==> config.mk <==
export PLATFORM = sky130hd
export DESIGN_NAME = qp_pot_i2c_slave
export DESIGN_NICKNAME = d
export VERILOG_FILES = /design/src/qp_pkg.sv /design/src/qp_mem_if.sv /design/src/qp_nv_mem.sv /design/src/qp_pot_i2c_slave.sv
export SDC_FILE = /design/constraint.sdc
export NUM_CORES = 1
export LEC_CHECK = 0
export BUFFER_PORTS_ARGS = -buffer_cell sky130_fd_sc_hd__clkbuf_2
export CAP_MARGIN = 5
export CORE_ASPECT_RATIO = 1.4
export CORE_MARGIN = 2
export CORE_UTILIZATION = 30
export CTS_BUF_LIST = sky130_fd_sc_hd__clkbuf_8 sky130_fd_sc_hd__clkbuf_16
export CTS_CLUSTER_DIAMETER = 60
export DETAILED_ROUTE_END_ITERATION = 16
export MAX_ROUTING_LAYER = met4
export PLACE_DENSITY = 0.45
export SLEW_MARGIN = 20
export SYNTH_ARGS = -nofsm -noshare
export SYNTH_HDL_FRONTEND = slang
export SYNTH_HIERARCHICAL = 1
export SYNTH_SLANG_ARGS = --single-unit
==> constraint.sdc <==
create_clock -name ref_clk_i -period 3 [get_ports ref_clk_i]
set_input_delay 0.45 -clock ref_clk_i [delete_from_list [all_inputs] [get_ports ref_clk_i]]
set_output_delay 0.45 -clock ref_clk_i [all_outputs]
set_load 0.1 [all_outputs]
==> src/qp_pkg.sv <==
// package for the quad pot two-wire slave port
// assumes a 20 MHz system clock and a sampled, slow serial link
package qp_pkg;

  ////////////////////////////////////////////////////////////////////////////
  // clock and timing
  localparam int CLK_PERIOD_NS = 50;
  localparam int NV_WRITE_NS = 10_000_000;
  localparam int NV_WRITE_CYC = (NV_WRITE_NS + CLK_PERIOD_NS - 1) / CLK_PERIOD_NS;

  ////////////////////////////////////////////////////////////////////////////
  // byte map
  localparam logic [3:0] ADDR_WR_LAST = 4'h3;
  localparam logic [3:0] ADDR_GP_LAST = 4'h6;
  localparam logic [3:0] ADDR_ACR = 4'h8;
  localparam logic [3:0] ADDR_LAST = 4'h8;
  localparam logic [3:0] ADDR_FIRST = 4'h0;
  localparam int NV_DEPTH = 8;
  localparam int NV_AW = 3;

  ////////////////////////////////////////////////////////////////////////////
  // reset and mode values
  localparam logic [7:0] WIPER_RST = 8'h80;
  localparam logic [7:0] IVR_RST = 8'h80;
  localparam logic [7:0] GP_RST = 8'h00;
  localparam logic [7:0] ACR_RST = 8'h00;
  localparam logic [7:0] ACR_VOL = 8'h80;
  localparam logic [7:0] TX_IDLE = 8'hff;

  ////////////////////////////////////////////////////////////////////////////
  // bit positions and power-up recall step count
  localparam logic [3:0] BIT_LAST = 4'h7;
  localparam logic [3:0] BIT_ACK = 4'h8;
  localparam logic [2:0] PU_DONE = 3'h4;

  typedef enum logic [2:0] {
    ST_PWRUP = 3'b000,
    ST_IDLE  = 3'b001,
    ST_ID    = 3'b011,
    ST_ADDR  = 3'b010,
    ST_WDATA = 3'b110,
    ST_RDATA = 3'b111,
    ST_NVWR  = 3'b101,
    ST_DONE  = 3'b100
  } qp_state_t;

endpackage

==> src/qp_mem_if.sv <==
// carrier between the serial port and its non-volatile byte store
// assumes one clock shared by both ends
interface qp_mem_if;
  logic [2:0] raddr;
  logic [7:0] rdata;
  logic we;
  logic [2:0] waddr;
  logic [7:0] wdata;

  modport port (output raddr, input rdata, output we, output waddr, output wdata);
  modport mem (input raddr, output rdata, input we, input waddr, input wdata);
endinterface

==> src/qp_nv_mem.sv <==
// eight-byte non-volatile store, registered read
// assumes synchronous active-low reset stands in for the factory image
module qp_nv_mem import qp_pkg::*; (
  input wire logic ref_clk_i,
  input wire logic rstn_i,
  qp_mem_if.mem m
);

  logic [7:0] mem_q [NV_DEPTH];
  logic [7:0] rdata_q;

  ////////////////////////////////////////////////////////////////////////////
  // storage, factory image on reset
  always_ff @(posedge ref_clk_i) begin
    if (!rstn_i) begin
      for (int i = 0; i < NV_DEPTH; i++) begin
        mem_q[i] <= (i <= int'(ADDR_WR_LAST)) ? IVR_RST : GP_RST;
      end
    end else if (m.we) begin
      mem_q[m.waddr] <= m.wdata;
    end
  end

  ////////////////////////////////////////////////////////////////////////////
  // registered read
  always_ff @(posedge ref_clk_i) begin
    if (!rstn_i) begin
      rdata_q <= GP_RST;
    end else begin
      rdata_q <= mem_q[m.raddr];
    end
  end

  assign m.rdata = rdata_q;

endmodule

==> src/qp_pot_i2c_slave.sv <==
// two-wire slave port of a quad digital pot: wipers, access control, nv bytes
// assumes scl/sda/pins are asynchronous and sampled far faster than scl
module qp_pot_i2c_slave import qp_pkg::*; #(
  parameter logic [3:0] DEV_TYPE = 4'h5, // arbitrary type code
  parameter int NV_WRITE_CYCLES = NV_WRITE_CYC
) (
  input wire logic ref_clk_i,
  input wire logic rstn_i,
  input wire logic scl_i,
  input wire logic sda_i,
  output logic sda_o,
  output logic sda_oe_o,
  input wire logic addr_select_2_i,
  input wire logic addr_select_1_i,
  input wire logic addr_select_0_i,
  input wire logic wp_n_i,
  output logic [31:0] wiper_o,
  output logic [7:0] access_ctrl_o,
  output logic busy_o,
  output logic standby_o
);

  ////////////////////////////////////////////////////////////////////////////
  // helpers
  function automatic logic [3:0] next_ptr(input logic [3:0] p);
    return (p >= ADDR_LAST) ? ADDR_FIRST : p + 4'h1;
  endfunction

  function automatic logic [7:0] read_byte(input logic [3:0] p, input logic [7:0] acr,
                                           input logic [7:0] wr, input logic [7:0] nv);
    if (p == ADDR_ACR) begin
      return acr;
    end else if (p <= ADDR_WR_LAST && acr == ACR_VOL) begin
      return wr;
    end else begin
      return nv;
    end
  endfunction

  ////////////////////////////////////////////////////////////////////////////
  // declarations
  qp_mem_if mif ();

  logic [1:0] scl_s;
  logic [1:0] sda_s;
  logic [3:0] pin_s1;
  logic [3:0] pin_s2;
  logic scl_p_q;
  logic sda_p_q;
  qp_state_t state_q;
  logic [3:0] bit_cnt_q;
  logic [7:0] shift_q;
  logic [7:0] tx_q;
  logic ack_q;
  logic mack_q;
  logic rw_q;
  logic fill_en_q;
  logic [3:0] addr_q;
  logic [7:0] acr_q;
  logic [3:0][7:0] wiper_q;
  logic nv_pend_q;
  logic [2:0] nv_addr_q;
  logic [7:0] nv_data_q;
  logic mem_we_q;
  logic [31:0] timer_q;
  logic [2:0] pu_idx_q;
  logic sda_oe_q;
  logic [7:0] buf_q [2];
  logic [1:0] count_q;
  logic wr_idx_q;
  logic rd_idx_q;
  logic req_q;
  logic [3:0] req_ptr_q;
  logic [3:0] fptr_q;
  logic skip_fall_q;

  logic scl_w;
  logic sda_w;
  logic scl_rise;
  logic scl_fall;
  logic start_w;
  logic stop_w;
  logic link_act;
  logic wp_n_w;
  logic id_ok;
  logic byte_end;
  logic ack_end;
  logic flush_w;
  logic pop_w;
  logic issue_w;
  logic drive_d;

  ////////////////////////////////////////////////////////////////////////////
  // input synchronisers and edge detect
  always_ff @(posedge ref_clk_i) begin
    if (!rstn_i) begin
      scl_s <= 2'h3;
      sda_s <= 2'h3;
      pin_s1 <= 4'h0;
      pin_s2 <= 4'h0;
      scl_p_q <= 1'b1;
      sda_p_q <= 1'b1;
    end else begin
      scl_s <= {scl_s[0], scl_i};
      sda_s <= {sda_s[0], sda_i};
      pin_s1 <= {wp_n_i, addr_select_2_i, addr_select_1_i, addr_select_0_i};
      pin_s2 <= pin_s1;
      scl_p_q <= scl_s[1];
      sda_p_q <= sda_s[1];
    end
  end

  assign scl_w = scl_s[1];
  assign sda_w = sda_s[1];
  assign wp_n_w = pin_s2[3];
  assign scl_rise = scl_w & ~scl_p_q;
  assign scl_fall = ~scl_w & scl_p_q;
  assign start_w = scl_w & scl_p_q & sda_p_q & ~sda_w;
  assign stop_w = scl_w & scl_p_q & ~sda_p_q & sda_w;
  assign link_act = !(start_w || stop_w) && state_q != ST_IDLE && state_q != ST_DONE;
  assign id_ok = shift_q[7:4] == DEV_TYPE && shift_q[3:1] == pin_s2[2:0];
  assign byte_end = link_act && scl_fall && bit_cnt_q == BIT_LAST;
  assign ack_end = link_act && scl_fall && bit_cnt_q == BIT_ACK;
  assign flush_w = byte_end && state_q == ST_ID && id_ok && shift_q[0];
  assign pop_w = ack_end && ((state_q == ST_ID && rw_q) || (state_q == ST_RDATA && mack_q));

  ////////////////////////////////////////////////////////////////////////////
  // protocol, power-up recall and nv write timer
  always_ff @(posedge ref_clk_i) begin
    if (!rstn_i) begin
      state_q <= ST_PWRUP;
      bit_cnt_q <= 4'h0;
      shift_q <= 8'h00;
      tx_q <= TX_IDLE;
      ack_q <= 1'b0;
      mack_q <= 1'b0;
      rw_q <= 1'b0;
      fill_en_q <= 1'b0;
      addr_q <= ADDR_FIRST;
      acr_q <= ACR_RST;
      wiper_q <= {4{WIPER_RST}};
      nv_pend_q <= 1'b0;
      nv_addr_q <= 3'h0;
      nv_data_q <= 8'h00;
      mem_we_q <= 1'b0;
      timer_q <= 32'h0000_0000;
      pu_idx_q <= 3'h0;
      skip_fall_q <= 1'b0;
    end else begin
      mem_we_q <= 1'b0;
      unique case (state_q)
        ST_PWRUP: begin
          pu_idx_q <= pu_idx_q + 3'h1;
          if (pu_idx_q != 3'h0) begin
            wiper_q[2'(pu_idx_q - 3'h1)] <= mif.rdata;
          end
          if (pu_idx_q == PU_DONE) begin
            state_q <= ST_IDLE;
          end
        end
        ST_NVWR: begin
          timer_q <= timer_q - 32'h0000_0001;
          if (timer_q <= 32'h0000_0001) begin
            state_q <= ST_IDLE;
          end
        end
        ST_IDLE, ST_ID, ST_ADDR, ST_WDATA, ST_RDATA, ST_DONE: begin
          if (start_w) begin
            state_q <= ST_ID;
            bit_cnt_q <= 4'h0;
            ack_q <= 1'b0;
            tx_q <= TX_IDLE;
            nv_pend_q <= 1'b0;
            fill_en_q <= 1'b0;
            skip_fall_q <= 1'b1;
          end else if (stop_w) begin
            skip_fall_q <= 1'b0;
            bit_cnt_q <= 4'h0;
            ack_q <= 1'b0;
            tx_q <= TX_IDLE;
            fill_en_q <= 1'b0;
            nv_pend_q <= 1'b0;
            if (nv_pend_q) begin
              state_q <= ST_NVWR;
              timer_q <= 32'(NV_WRITE_CYCLES);
              mem_we_q <= 1'b1;
            end else begin
              state_q <= ST_IDLE;
            end
          end else if (link_act) begin
            if (scl_rise) begin
              if (bit_cnt_q < BIT_ACK) begin
                shift_q <= {shift_q[6:0], sda_w};
              end else if (state_q == ST_RDATA) begin
                mack_q <= ~sda_w;
              end
            end
            if (scl_fall && skip_fall_q) begin
              skip_fall_q <= 1'b0; // start's own clock fall
            end else if (scl_fall) begin
              if (bit_cnt_q < BIT_LAST) begin
                bit_cnt_q <= bit_cnt_q + 4'h1;
                if (state_q == ST_RDATA) begin
                  tx_q <= {tx_q[6:0], 1'b1};
                end
              end else if (bit_cnt_q == BIT_LAST) begin
                bit_cnt_q <= BIT_ACK;
                tx_q <= TX_IDLE;
                unique case (state_q)
                  ST_ID: begin
                    if (id_ok) begin
                      ack_q <= 1'b1;
                      rw_q <= shift_q[0];
                      fill_en_q <= shift_q[0];
                    end else begin
                      state_q <= ST_DONE;
                    end
                  end
                  ST_ADDR: begin
                    if (shift_q <= {4'h0, ADDR_LAST}) begin
                      ack_q <= 1'b1;
                      addr_q <= shift_q[3:0];
                    end else begin
                      state_q <= ST_DONE;
                    end
                  end
                  ST_WDATA: begin
                    if (!wp_n_w) begin
                      state_q <= ST_IDLE;
                    end else begin
                      ack_q <= 1'b1;
                      if (addr_q <= ADDR_WR_LAST) begin
                        wiper_q[addr_q[1:0]] <= shift_q;
                      end
                      if (addr_q == ADDR_ACR) begin
                        acr_q <= shift_q;
                      end
                      if (addr_q <= ADDR_GP_LAST && acr_q == ACR_RST) begin
                        nv_pend_q <= 1'b1;
                        nv_addr_q <= addr_q[2:0];
                        nv_data_q <= shift_q;
                      end
                    end
                  end
                  default: begin
                  end
                endcase
              end else begin
                bit_cnt_q <= 4'h0;
                ack_q <= 1'b0;
                unique case (state_q)
                  ST_ID: state_q <= rw_q ? ST_RDATA : ST_ADDR;
                  ST_ADDR: state_q <= ST_WDATA;
                  ST_WDATA: state_q <= ST_DONE;
                  ST_RDATA: begin
                    if (!mack_q) begin
                      state_q <= ST_DONE;
                      fill_en_q <= 1'b0;
                    end
                  end
                  default: begin
                  end
                endcase
                if (pop_w) begin
                  tx_q <= (count_q != 2'h0) ? buf_q[rd_idx_q] : TX_IDLE;
                end
              end
            end
          end
        end
      endcase
    end
  end

  ////////////////////////////////////////////////////////////////////////////
  // two-entry read buffer, prefetch stalls while full
  assign issue_w = fill_en_q && !flush_w && (2'(count_q + {1'b0, req_q}) < 2'h2);

  always_ff @(posedge ref_clk_i) begin
    if (!rstn_i || flush_w) begin
      count_q <= 2'h0;
      wr_idx_q <= 1'b0;
      rd_idx_q <= 1'b0;
      req_q <= 1'b0;
      req_ptr_q <= ADDR_FIRST;
      fptr_q <= flush_w ? addr_q : ADDR_FIRST;
      buf_q[0] <= TX_IDLE;
      buf_q[1] <= TX_IDLE;
    end else begin
      req_q <= issue_w;
      if (issue_w) begin
        req_ptr_q <= fptr_q;
        fptr_q <= next_ptr(fptr_q);
      end
      if (req_q) begin
        buf_q[wr_idx_q] <= read_byte(req_ptr_q, acr_q, wiper_q[req_ptr_q[1:0]], mif.rdata);
        wr_idx_q <= ~wr_idx_q;
      end
      if (pop_w && count_q != 2'h0) begin
        rd_idx_q <= ~rd_idx_q;
      end
      count_q <= 2'(count_q + {1'b0, req_q} - {1'b0, pop_w && count_q != 2'h0});
    end
  end

  ////////////////////////////////////////////////////////////////////////////
  // nv store
  assign mif.raddr = (state_q == ST_PWRUP) ? pu_idx_q[NV_AW-1:0] : fptr_q[NV_AW-1:0];
  assign mif.we = mem_we_q;
  assign mif.waddr = nv_addr_q;
  assign mif.wdata = nv_data_q;

  qp_nv_mem u_nv (
    .ref_clk_i(ref_clk_i),
    .rstn_i(rstn_i),
    .m(mif.mem)
  );

  ////////////////////////////////////////////////////////////////////////////
  // open-drain data pin
  always_comb begin
    drive_d = 1'b0;
    if (state_q != ST_NVWR && state_q != ST_PWRUP && !start_w && !stop_w) begin
      drive_d = ack_q || (state_q == ST_RDATA && bit_cnt_q < BIT_ACK && !tx_q[7]);
    end
  end

  always_ff @(posedge ref_clk_i) begin
    if (!rstn_i) begin
      sda_oe_q <= 1'b0;
    end else begin
      sda_oe_q <= drive_d;
    end
  end

  assign sda_o = 1'b0;
  assign sda_oe_o = sda_oe_q;
  assign wiper_o = wiper_q;
  assign access_ctrl_o = acr_q;
  assign busy_o = state_q == ST_NVWR || state_q == ST_PWRUP;
  assign standby_o = state_q == ST_IDLE;

endmodule

# Yosys cells after proc, flatten, opt, wreduce, memory -nomap -nowiden
# Memories as Yosys holds them, arrays and structs flattened. A register that Yosys moved wholly into a read port is not among the register bits.
# Index checks and enable logic that the tools add are counted.
op_classes:
  addsub: 7
  n_mul: 0
  div_mod_pow: 0
  order_cmp: 14
  eq_ne: 53
  shifts: 0
  mux: 122
  bitwise_logic: 20
  reduce_logical: 74
ops:
  columns: ["operator", "n"]
  rows:
  - ["2-to-1 mux 32 bit", 14]
  - ["2-to-1 mux 8 bit", 19]
  - ["one-hot mux 32 bit (2 select lines)", 2]
  - ["bitwise mux 32 bit", 2]
  - ["2-to-1 mux 3 bit", 17]
  - ["2-to-1 mux 1 bit", 50]
  - ["2-to-1 mux 4 bit", 11]
  - ["demux 8 bit (select 2 bit)", 2]
  - ["less-or-equal comparator 32 x 1 -> 1 bit, second input constant", 1]
  - ["subtractor 32 x 1 -> 32 bit, second input constant", 1]
  - ["inequality test 2 bit, second input constant", 15]
  - ["AND reduction 9 bit", 3]
  - ["nonzero test 3 bit", 9]
  - ["logical AND 1 bit", 25]
  - ["inequality test 6 bit, second input constant", 4]
  - ["AND reduction 12 bit", 2]
  - ["AND reduction 11 bit", 2]
  - ["inequality test 4 bit, second input constant", 5]
  - ["AND reduction 10 bit", 2]
  - ["one-hot mux 3 bit (3 select lines)", 2]
  - ["binary-select mux 8 bit (select 2 bit)", 1]
  - ["OR reduction 8 bit", 2]
  - ["equality test 3 bit, second input constant", 5]
  - ["inequality test 5 bit, second input constant", 3]
  - ["44 further kinds", 91]
word_totals:
  ff_bits: 148
  latch_bits: 0
  ram_bits: 80
  mem_bits_ro: 0
  out_inout_bits: 44
  mem_count: 2
mem_list:
  columns: ["memory", "depth", "word_bits", "read_ports", "rd_ports_with_merged_regs", "write_ports", "line", "source"]
  rows:
  - ["u_nv.mem_q", 8, 8, 1, 1, 8, "qp_nv_mem.sv:9", "logic [7:0] mem_q [NV_DEPTH];"]
  - ["buf_q", 2, 8, 1, 1, 2, "qp_pot_i2c_slave.sv:68", "logic [7:0] buf_q [2];"]

# Longest topological paths before layout
# Gate-level depths: netlist (run 1).
logic_depth:
  depth_word: 18
  ltp_mapped: 10
  depth_no_buf: 9

# Cells and area by module
# Netlist (run 1), hierarchy kept.
by_module_without_submodules:
  columns: ["mod", "n_inst", "cells_per_inst", "area_each_um2", "seq_area_each_um2"]
  rows:
  - ["qp_pot_i2c_slave", 1, 886, 8036.5, 3503.4]
  - ["qp_nv_mem", 1, 196, 3166.8, 2082.0]

# Worst setup path after synthesis (run 1)
# No wires, ideal clock.
synth_path:
  kind: "reg2reg"
  startpoint: "register acr_q[3], in the netlist access_ctrl_o[3]"
  endpoint: "memory buf_q[0][0] (data pin)"
  setup_ns: 0.265
  t_arrival_ns: 2.518
  slack_ns: 0.217
  path_stages_with_launch: 7
  period_less_slack_ns: 2.783
  cell_sequence: "dfxtp_1 or4_1 nor4_1 nand3_1 mux2i_1 o21ai_0 or3_1"
synth_lines:
  columns: ["item", "line", "source"]
  rows:
  - ["start: declaration", "qp_pot_i2c_slave.sv:59", "logic [7:0] acr_q;"]
  - ["start signal: assignment", "qp_pot_i2c_slave.sv:236", "acr_q <= shift_q;"]
  - ["end: declaration", "qp_pot_i2c_slave.sv:68", null]

# Worst setup path in the final report (run 1)
layout_path:
  startpoint: "register state_q[2]"
  endpoint: "output busy_o"
layout_between:
  elab_chain_len: 2
layout_rtl:
  columns: ["item", "line", "source"]
  rows:
  - ["start: declaration", "qp_pot_i2c_slave.sv:50", "qp_state_t state_q;"]
  - ["start signal: assignment", "qp_pot_i2c_slave.sv:252", "ST_ID: state_q <= rw_q ? ST_RDATA : ST_ADDR;"]
  - ["equality test 3 bit / zero test 3 bit (equally long branches)", "qp_pot_i2c_slave.sv:340", "assign busy_o = state_q == ST_NVWR || state_q == ST_PWRUP;"]
  - ["logical OR 1 bit (*)", "qp_pot_i2c_slave.sv:340", null]
  - ["end: declaration", "qp_pot_i2c_slave.sv:19", "output logic busy_o,"]
# Every way passes the cells marked *; elsewhere a longest branch is shown, timed or not.

==> results of run 1 <==
cells in the mapped netlist, drive strengths merged, types with 2 or more instances:
cell / number / area, um^2
dfxtp: 153 / 3063
nor2: 123 / 461.7
edfxtp: 84 / 2522
and2: 71 / 444.2
nand2: 68 / 255.2
mux2i: 66 / 660.6
o21ai: 44 / 220.2
clkbuf: 42 / 158.9
a21oi: 39 / 195.2
nand3: 39 / 200.2
buf: 27 / 160.2
and3: 26 / 162.7
a31oi: 25 / 156.4
mux4: 24 / 570.6
o31ai: 22 / 165.2
nor3: 21 / 136.4
nand2b: 20 / 125.1
xnor2: 20 / 175.2
xor2: 17 / 148.9
inv: 16 / 60.06
or3: 15 / 93.84
ha: 13 / 162.7
or4: 10 / 86.33
a211oi: 9 / 67.56
or2: 9 / 56.30
a22oi: 8 / 60.06
nand3b: 8 / 72.57
nor4: 8 / 71.32
nand4: 6 / 37.54
mux2: 5 / 56.30
a311oi: 4 / 52.56
nand4b: 4 / 35.03
nor2b: 4 / 25.02
nor4b: 3 / 26.28
o22ai: 3 / 18.77
o41ai: 3 / 41.29
a221oi: 2 / 17.52
nor3b: 2 / 15.01
o21a: 2 / 15.01
o32ai: 2 / 17.52
metrics by stage:
step / power, uW / cells / util (%) / hold slack (ns) / instance area (um^2)
5_1_grt: 9556 / 1642 / 36.02 / 0.08284 / 13240
3_5_place_dp: 5657 / 1589 / 33.23 / 0.4041 / 12220
3_3_place_gp: 5655 / 1589 / 33.23 / 0.4122 / 12220
4_1_cts: 9327 / 1641 / 35.99 / 0.05634 / 13230
2_1_floorplan: 5116 / 1082 / - / 0.3863 / 11200
6_report: 9213 / 1642 / 36.02 / 0.08273 / 13240
final timing paths:
kind,endpoint,cells after the start,from,slack (ns)
max,busy_o,6,state_q[2],0.16
min,scl_s[0],2,scl_i,0.08
max reg2reg,access_ctrl_o[5],7,bit_cnt_q[0],0.30
min reg2reg,sda_s[1],1,sda_s[0],0.41
per-layer routing:
| metal | track usage, % | part of all wire [%] |
|---|---|---|
| met5 | - | 0 |
| met4 | 5.842 | 2.8 |
| met3 | 1.956 | 3.2 |
| met2 | 30.13 | 52 |
| met1 | 19.92 | 42 |
power by group:
part	internal, uW	switching [uW]
sequential	3480	201
clock	2200	1430
combinational	601	1300
flip-flops by register name (all words and copies together) (netlist names), 4 cells and up, named ones only:
signal	flops
u_nv/m.rdata	8
mif.wdata	8
pin_s1	4
access_ctrl_o	8
wiper_o	32
bit_cnt_q	4
pin_s2	4
u_nv/mem_q	64
req_ptr_q	4
fptr_q	4
buf_q	16
tx_q	8
shift_q	8
timer_q	32
addr_q	4
worst max-delay path, stage by stage, from the launching register on:
cell and delay [ns]:
dfxtp_1 0.31, buf_4 0.19, xnor2_2 0.27, nand2_1 0.28, inv_2 0.24, buf_4 0.31
buf_12 0.22
layout by cell type, fill, tap and decap left out, types with 5 or more instances in the layout:
| master | netlist | layout |
|---|---|---|
| dfxtp_1 | 153 | 153 |
| nor2_1 | 123 | 123 |
| edfxtp_1 | 84 | 84 |
| and2_1 | 70 | 70 |
| nand2_1 | 68 | 68 |
| mux2i_1 | 66 | 66 |
| buf_4 | 5 | 57 |
| clkbuf_2 | 1 | 49 |
| o21ai_0 | 43 | 42 |
| a21oi_1 | 39 | 39 |
| nand3_1 | 38 | 38 |
| clkbuf_16 | 0 | 29 |
| and3_1 | 26 | 26 |
| a31oi_1 | 25 | 25 |
| o31ai_1 | 22 | 22 |
| nand2b_1 | 20 | 20 |
| xnor2_1 | 20 | 19 |
| inv_1 | 16 | 17 |
| xor2_1 | 17 | 17 |
| nor3_1 | 16 | 16 |
| mux4_2 | 16 | 16 |
| or3_1 | 15 | 15 |
| ha_1 | 13 | 13 |
| or2_2 | 9 | 9 |
| a211oi_1 | 9 | 9 |
| a22oi_1 | 8 | 8 |
| mux4_1 | 8 | 8 |
| nand3b_1 | 7 | 7 |
| or4_1 | 7 | 7 |
| clkbuf_8 | 0 | 7 |
| nand4_1 | 6 | 6 |
| nor4_1 | 6 | 6 |
| mux2_2 | 5 | 5 |
final cells by class:
type                            count  area share [%]
Sequential cell                   237           42.18
Multi-Input combinational cell    760           39.75
Clock buffer                       36           6.209
Timing Repair Buffer              109           5.538
Tap cell                          467           4.413
Clock inverter                     16           1.436
Inverter                           16          0.4536
Antenna cell                        1         0.01890
cell families after synthesis:
logic type / after synthesis
flops: 237
compound gates: 172
mux: 95
simple gates: 442
xor+xnor: 37
fa+ha+maj: 13
buf+inv: 85
other cells: 1
==> results.py, run 1 <==
metrics = {
    "floorplanning": {
        "rows": 83,
        "die_x_um": 167.3,
        "coreArea_um2": 36760,
        "die_h_um": 232.7,
        "io_pins": 52,
        "die_area_um2": 38930,
        "start_util_pct": 30.47,
    },
    "clocking": {
        "postCtsSetupRepairBufs": 0,
        "clk_latency_ns": 0.57,
        "cts.sinks": 237,
        "cts.repair.resized": 1,
        "cts_made_buffers": 28,
        "h-tree-depth": 1,
        "cts_root_buf": "clkbuf_16",
        "cts_tree": "built",
        "cts_hold_buf": 0,
        "cts_buffer_depth": 3,
        "clk_pin_slew_worst_paths_ns": 0.06,
    },
    "global_routing": {
        "grt_max_degree": 46,
        "grt_pass1_wl_mm": 49.86,
        "grt_use_total_pct": 16.96,
        "gr-total-overflow": 0,
        "grt_pass1_vias": 8335,
        "antenna_found_initial": 1,
    },
    "worst_hold_path": {
        "hp-class": "input port to register",
    },
    "setup_path": {
        "crit_type": "register to primary output",
        "endpoint_kind": "primary output",
        "worst-path-max-fanout": 28,
        "startpoint_type": "register",
        "worstPathRequired_ns": 2.55,
        "crit_arrival_ns": 2.39,
    },
    "logic_synthesis": {
        "netlist_area_um2": 11200,
        "yosys.area_share.adder_pct": 1.452,
        "seq_area_frac_synth_pct": 49.85,
        "synthSimpleGateAreaFrac_pct": 21.00,
        "yosys_warnings": 6,
        "ys_ff_latch": 237,
        "synthArstFlopShare_pct": 0,
        "yosysUniqueCellTypes": 72,
        "synthesis.instances": 1082,
        "synth_edf_count": 84,
        "yosys.area_share.xor_xnor_pct": 2.893,
        "synth_compound_area_share_pct": 9.895,
        "synth_top_family_by_area": "simple AND/OR/NAND/NOR gates",
        "yosys_most_used_dff": "dfxtp_1",
        "muxShareOfSynthArea_pct": 11.49,
        "syn_avg_cell_area_um2": 10.35,
        "syn_nets": 1103,
    },
    "power_and_ir_drop": {
        "irDropWorstVdd_mv": 0.4915,
        "power_density_nw_per_um2": 695.8,
        "leakage_uw": 0.004882,
    },
    "status": {
        "outcome": "finished with violations",
        "violations": "DRC",
    },
    "final_layout": {
        "multi_input_area_um2": 5263,
        "area_growth_pct": 18.18,
        "fin_nets": 1173,
        "regArea_um2": 5585,
        "layout-drive-gt1-share_pct": 17.89,
        "n_fill_cell": 3775,
    },
    "placed_design": {
        "pre_cts_ws_ns": 0.3340,
        "detailed_place_hpwl_mm": 22.84,
        "portBuffers": 50,
        "gp_congestion": 0.8141,
    },
    "timing": {
        "max_freq_ghz": 0.3520,
        "finalSetupViolations": 0,
        "slew_headroom_pct": 52.53,
        "fin_tns_setup_ns": 0,
        "worst_slew_pin_slew_ns": 0.6942,
        "fin_crit_ns": 2.841,
        "drv_slew": 0,
        "rsz0062_at_grt": "no",
        "period_share_pct": 94.71,
        "fin_skew_ns": 0.02446,
        "layout_setup_ws_ns": 0.1587,
        "hold_violations": 0,
    },
    "route": {
        "drc": 2,
        "drtPass1Iterations": 10,
        "wirelength_mm": 32.11,
        "vias": 8257,
        "drt_iter0_drc": 475,
        "wire_per_inst_um": 19.56,
        "via_per_inst": 5.029,
        "ant_nets": 0,
    },
    "flow_run": {
        "cap_violations": 0,
    },
}
Power figures use the tool's default switching activity.
==> run 2: changes to the inputs <==
clock period = 3.43 ns   (was 3 ns; I/O delays follow)
==> results.py, run 2 (same netlist as run 1, synthesis figures left out) <==
metrics = {
    "route": {
        "drtPass1Iterations": 11,
        "via_per_inst": 5.106,
        "wirelength_mm": 31.46,
        "wire_per_inst_um": 19.39,
        "drc": 2,
        "drt_iter0_drc": 610,
        "ant_nets": 0,
        "vias": 8282,
    },
    "clocking": {
        "clk_pin_slew_worst_paths_ns": 0.06,
        "cts.sinks": 237,
        "postCtsSetupRepairBufs": 0,
        "cts_made_buffers": 28,
        "cts_tree": "built",
        "cts_buffer_depth": 3,
        "h-tree-depth": 1,
        "cts.repair.resized": 0,
        "cts_root_buf": "clkbuf_16",
        "cts_hold_buf": 0,
        "clk_latency_ns": 0.58,
    },
    "final_layout": {
        "largest_register_ffs": 64,
        "fin_nets": 1155,
        "n_fill_cell": 3710,
        "instances_no_fill": 1622,
        "layout_commonest_cell": "dfxtp_1",
        "area_growth_pct": 16.47,
        "regArea_um2": 5585,
        "layout-drive-gt1-share_pct": 15.84,
        "multi_input_area_um2": 5263,
        "top_register": "u_nv/mem_q",
        "num_antenna_cells": 0,
        "mostFrequentLayoutCells": "153 x dfxtp_1, 123 x nor2_1, 84 x edfxtp_1",
        "utilization_pct": 35.49,
    },
    "global_routing": {
        "antenna_found_initial": 0,
        "grt_max_degree": 62,
        "grt_pass1_wl_mm": 48.65,
        "grt_pass1_vias": 8033,
        "gr-total-overflow": 0,
        "grt_use_total_pct": 16.61,
    },
    "timing": {
        "slew_headroom_pct": 51.75,
        "rsz0062_at_grt": "no",
        "worst_slew_pin_slew_ns": 0.7223,
        "period_share_pct": 91.02,
        "hold_violations": 0,
        "fin_tns_setup_ns": 0,
        "fin_skew_ns": 0.03912,
        "drv_slew": 0,
        "finalSetupViolations": 0,
        "whs_ns": 0.1582,
        "layout_setup_ws_ns": 0.3081,
        "max_freq_ghz": 0.3203,
        "fin_crit_ns": 3.122,
    },
    "setup_path": {
        "endpoint_kind": "register",
        "worst-path-max-fanout": 8,
        "r2r_cells": 6,
        "startpoint_type": "register",
        "worstPathRequired_ns": 3.75,
        "crit_arrival_ns": 3.44,
        "crit_type": "register to register",
    },
    "floorplanning": {
        "die_h_um": 232.7,
        "die_x_um": 167.3,
        "rows": 83,
        "coreArea_um2": 36760,
        "io_pins": 52,
        "start_util_pct": 30.47,
        "die_area_um2": 38930,
    },
    "placed_design": {
        "portBuffers": 50,
        "pre_cts_ws_ns": 0.3079,
        "gp_congestion": 0.8326,
        "place_inst": 1571,
        "detailed_place_hpwl_mm": 22.34,
    },
    "status": {
        "outcome": "finished with violations",
        "violations": "DRC",
    },
    "worst_hold_path": {
        "min_path_cells": 2,
        "hp-class": "input port to register",
    },
    "flow_run": {
        "cap_violations": 0,
    },
    "power_and_ir_drop": {
        "leakage_uw": 0.004781,
        "power_density_nw_per_um2": 612.7,
        "irDropWorstVdd_mv": 0.4230,
    },
}
[run 2: cell type report]
class	count	area share [%]
sequential	237	42.80
multi-input combinational	760	40.33
clock buffer	31	5.686
tap	467	4.478
timing repair buffer	91	4.392
clock inverter	20	1.851
inverter	16	0.4603
[run 2: report_power, final]
group	switching, uW	internal (uW)	total, uW
Clock	1230	1930	3160
Sequential	173	3040	3210
Combinational	1130	493	1620
Total	2540	5460	8000
[run 2: path summary, 6_finish.rpt]
path	startpoint	endpoint	slack (ns)
max	access_ctrl_o[3]	buf_q[0][2]	0.31
min	scl_i	scl_s[0]	0.16
min reg2reg	sda_s[0]	sda_s[1]	0.41
max reg2reg	access_ctrl_o[3]	buf_q[0][2]	0.31
[run 2: worst max-delay path, cell delays in order, from the launching register on]
cell and delay [ns]:
dfxtp_1 0.34, or4_1 0.51, nor4_1 0.51, nand3_1 0.57
mux2i_1 0.44, o21ai_0 0.17, or3_1 0.32
[run 2: metal layers]
metal | track usage, % | share of wire, %
met2 | 29.29 | 53
met3 | 2.160 | 3.8
met4 | 5.897 | 3.0
met1 | 19.45 | 41
met5 | - | 0
[run 2: metrics by stage]
stage               power, uW  area, um^2
floorplan                4475       11200
global placement         4902       12060
detailed placement       4904       12060
CTS                      8079       13040
global route             8314       13050
finish                   7995       13050
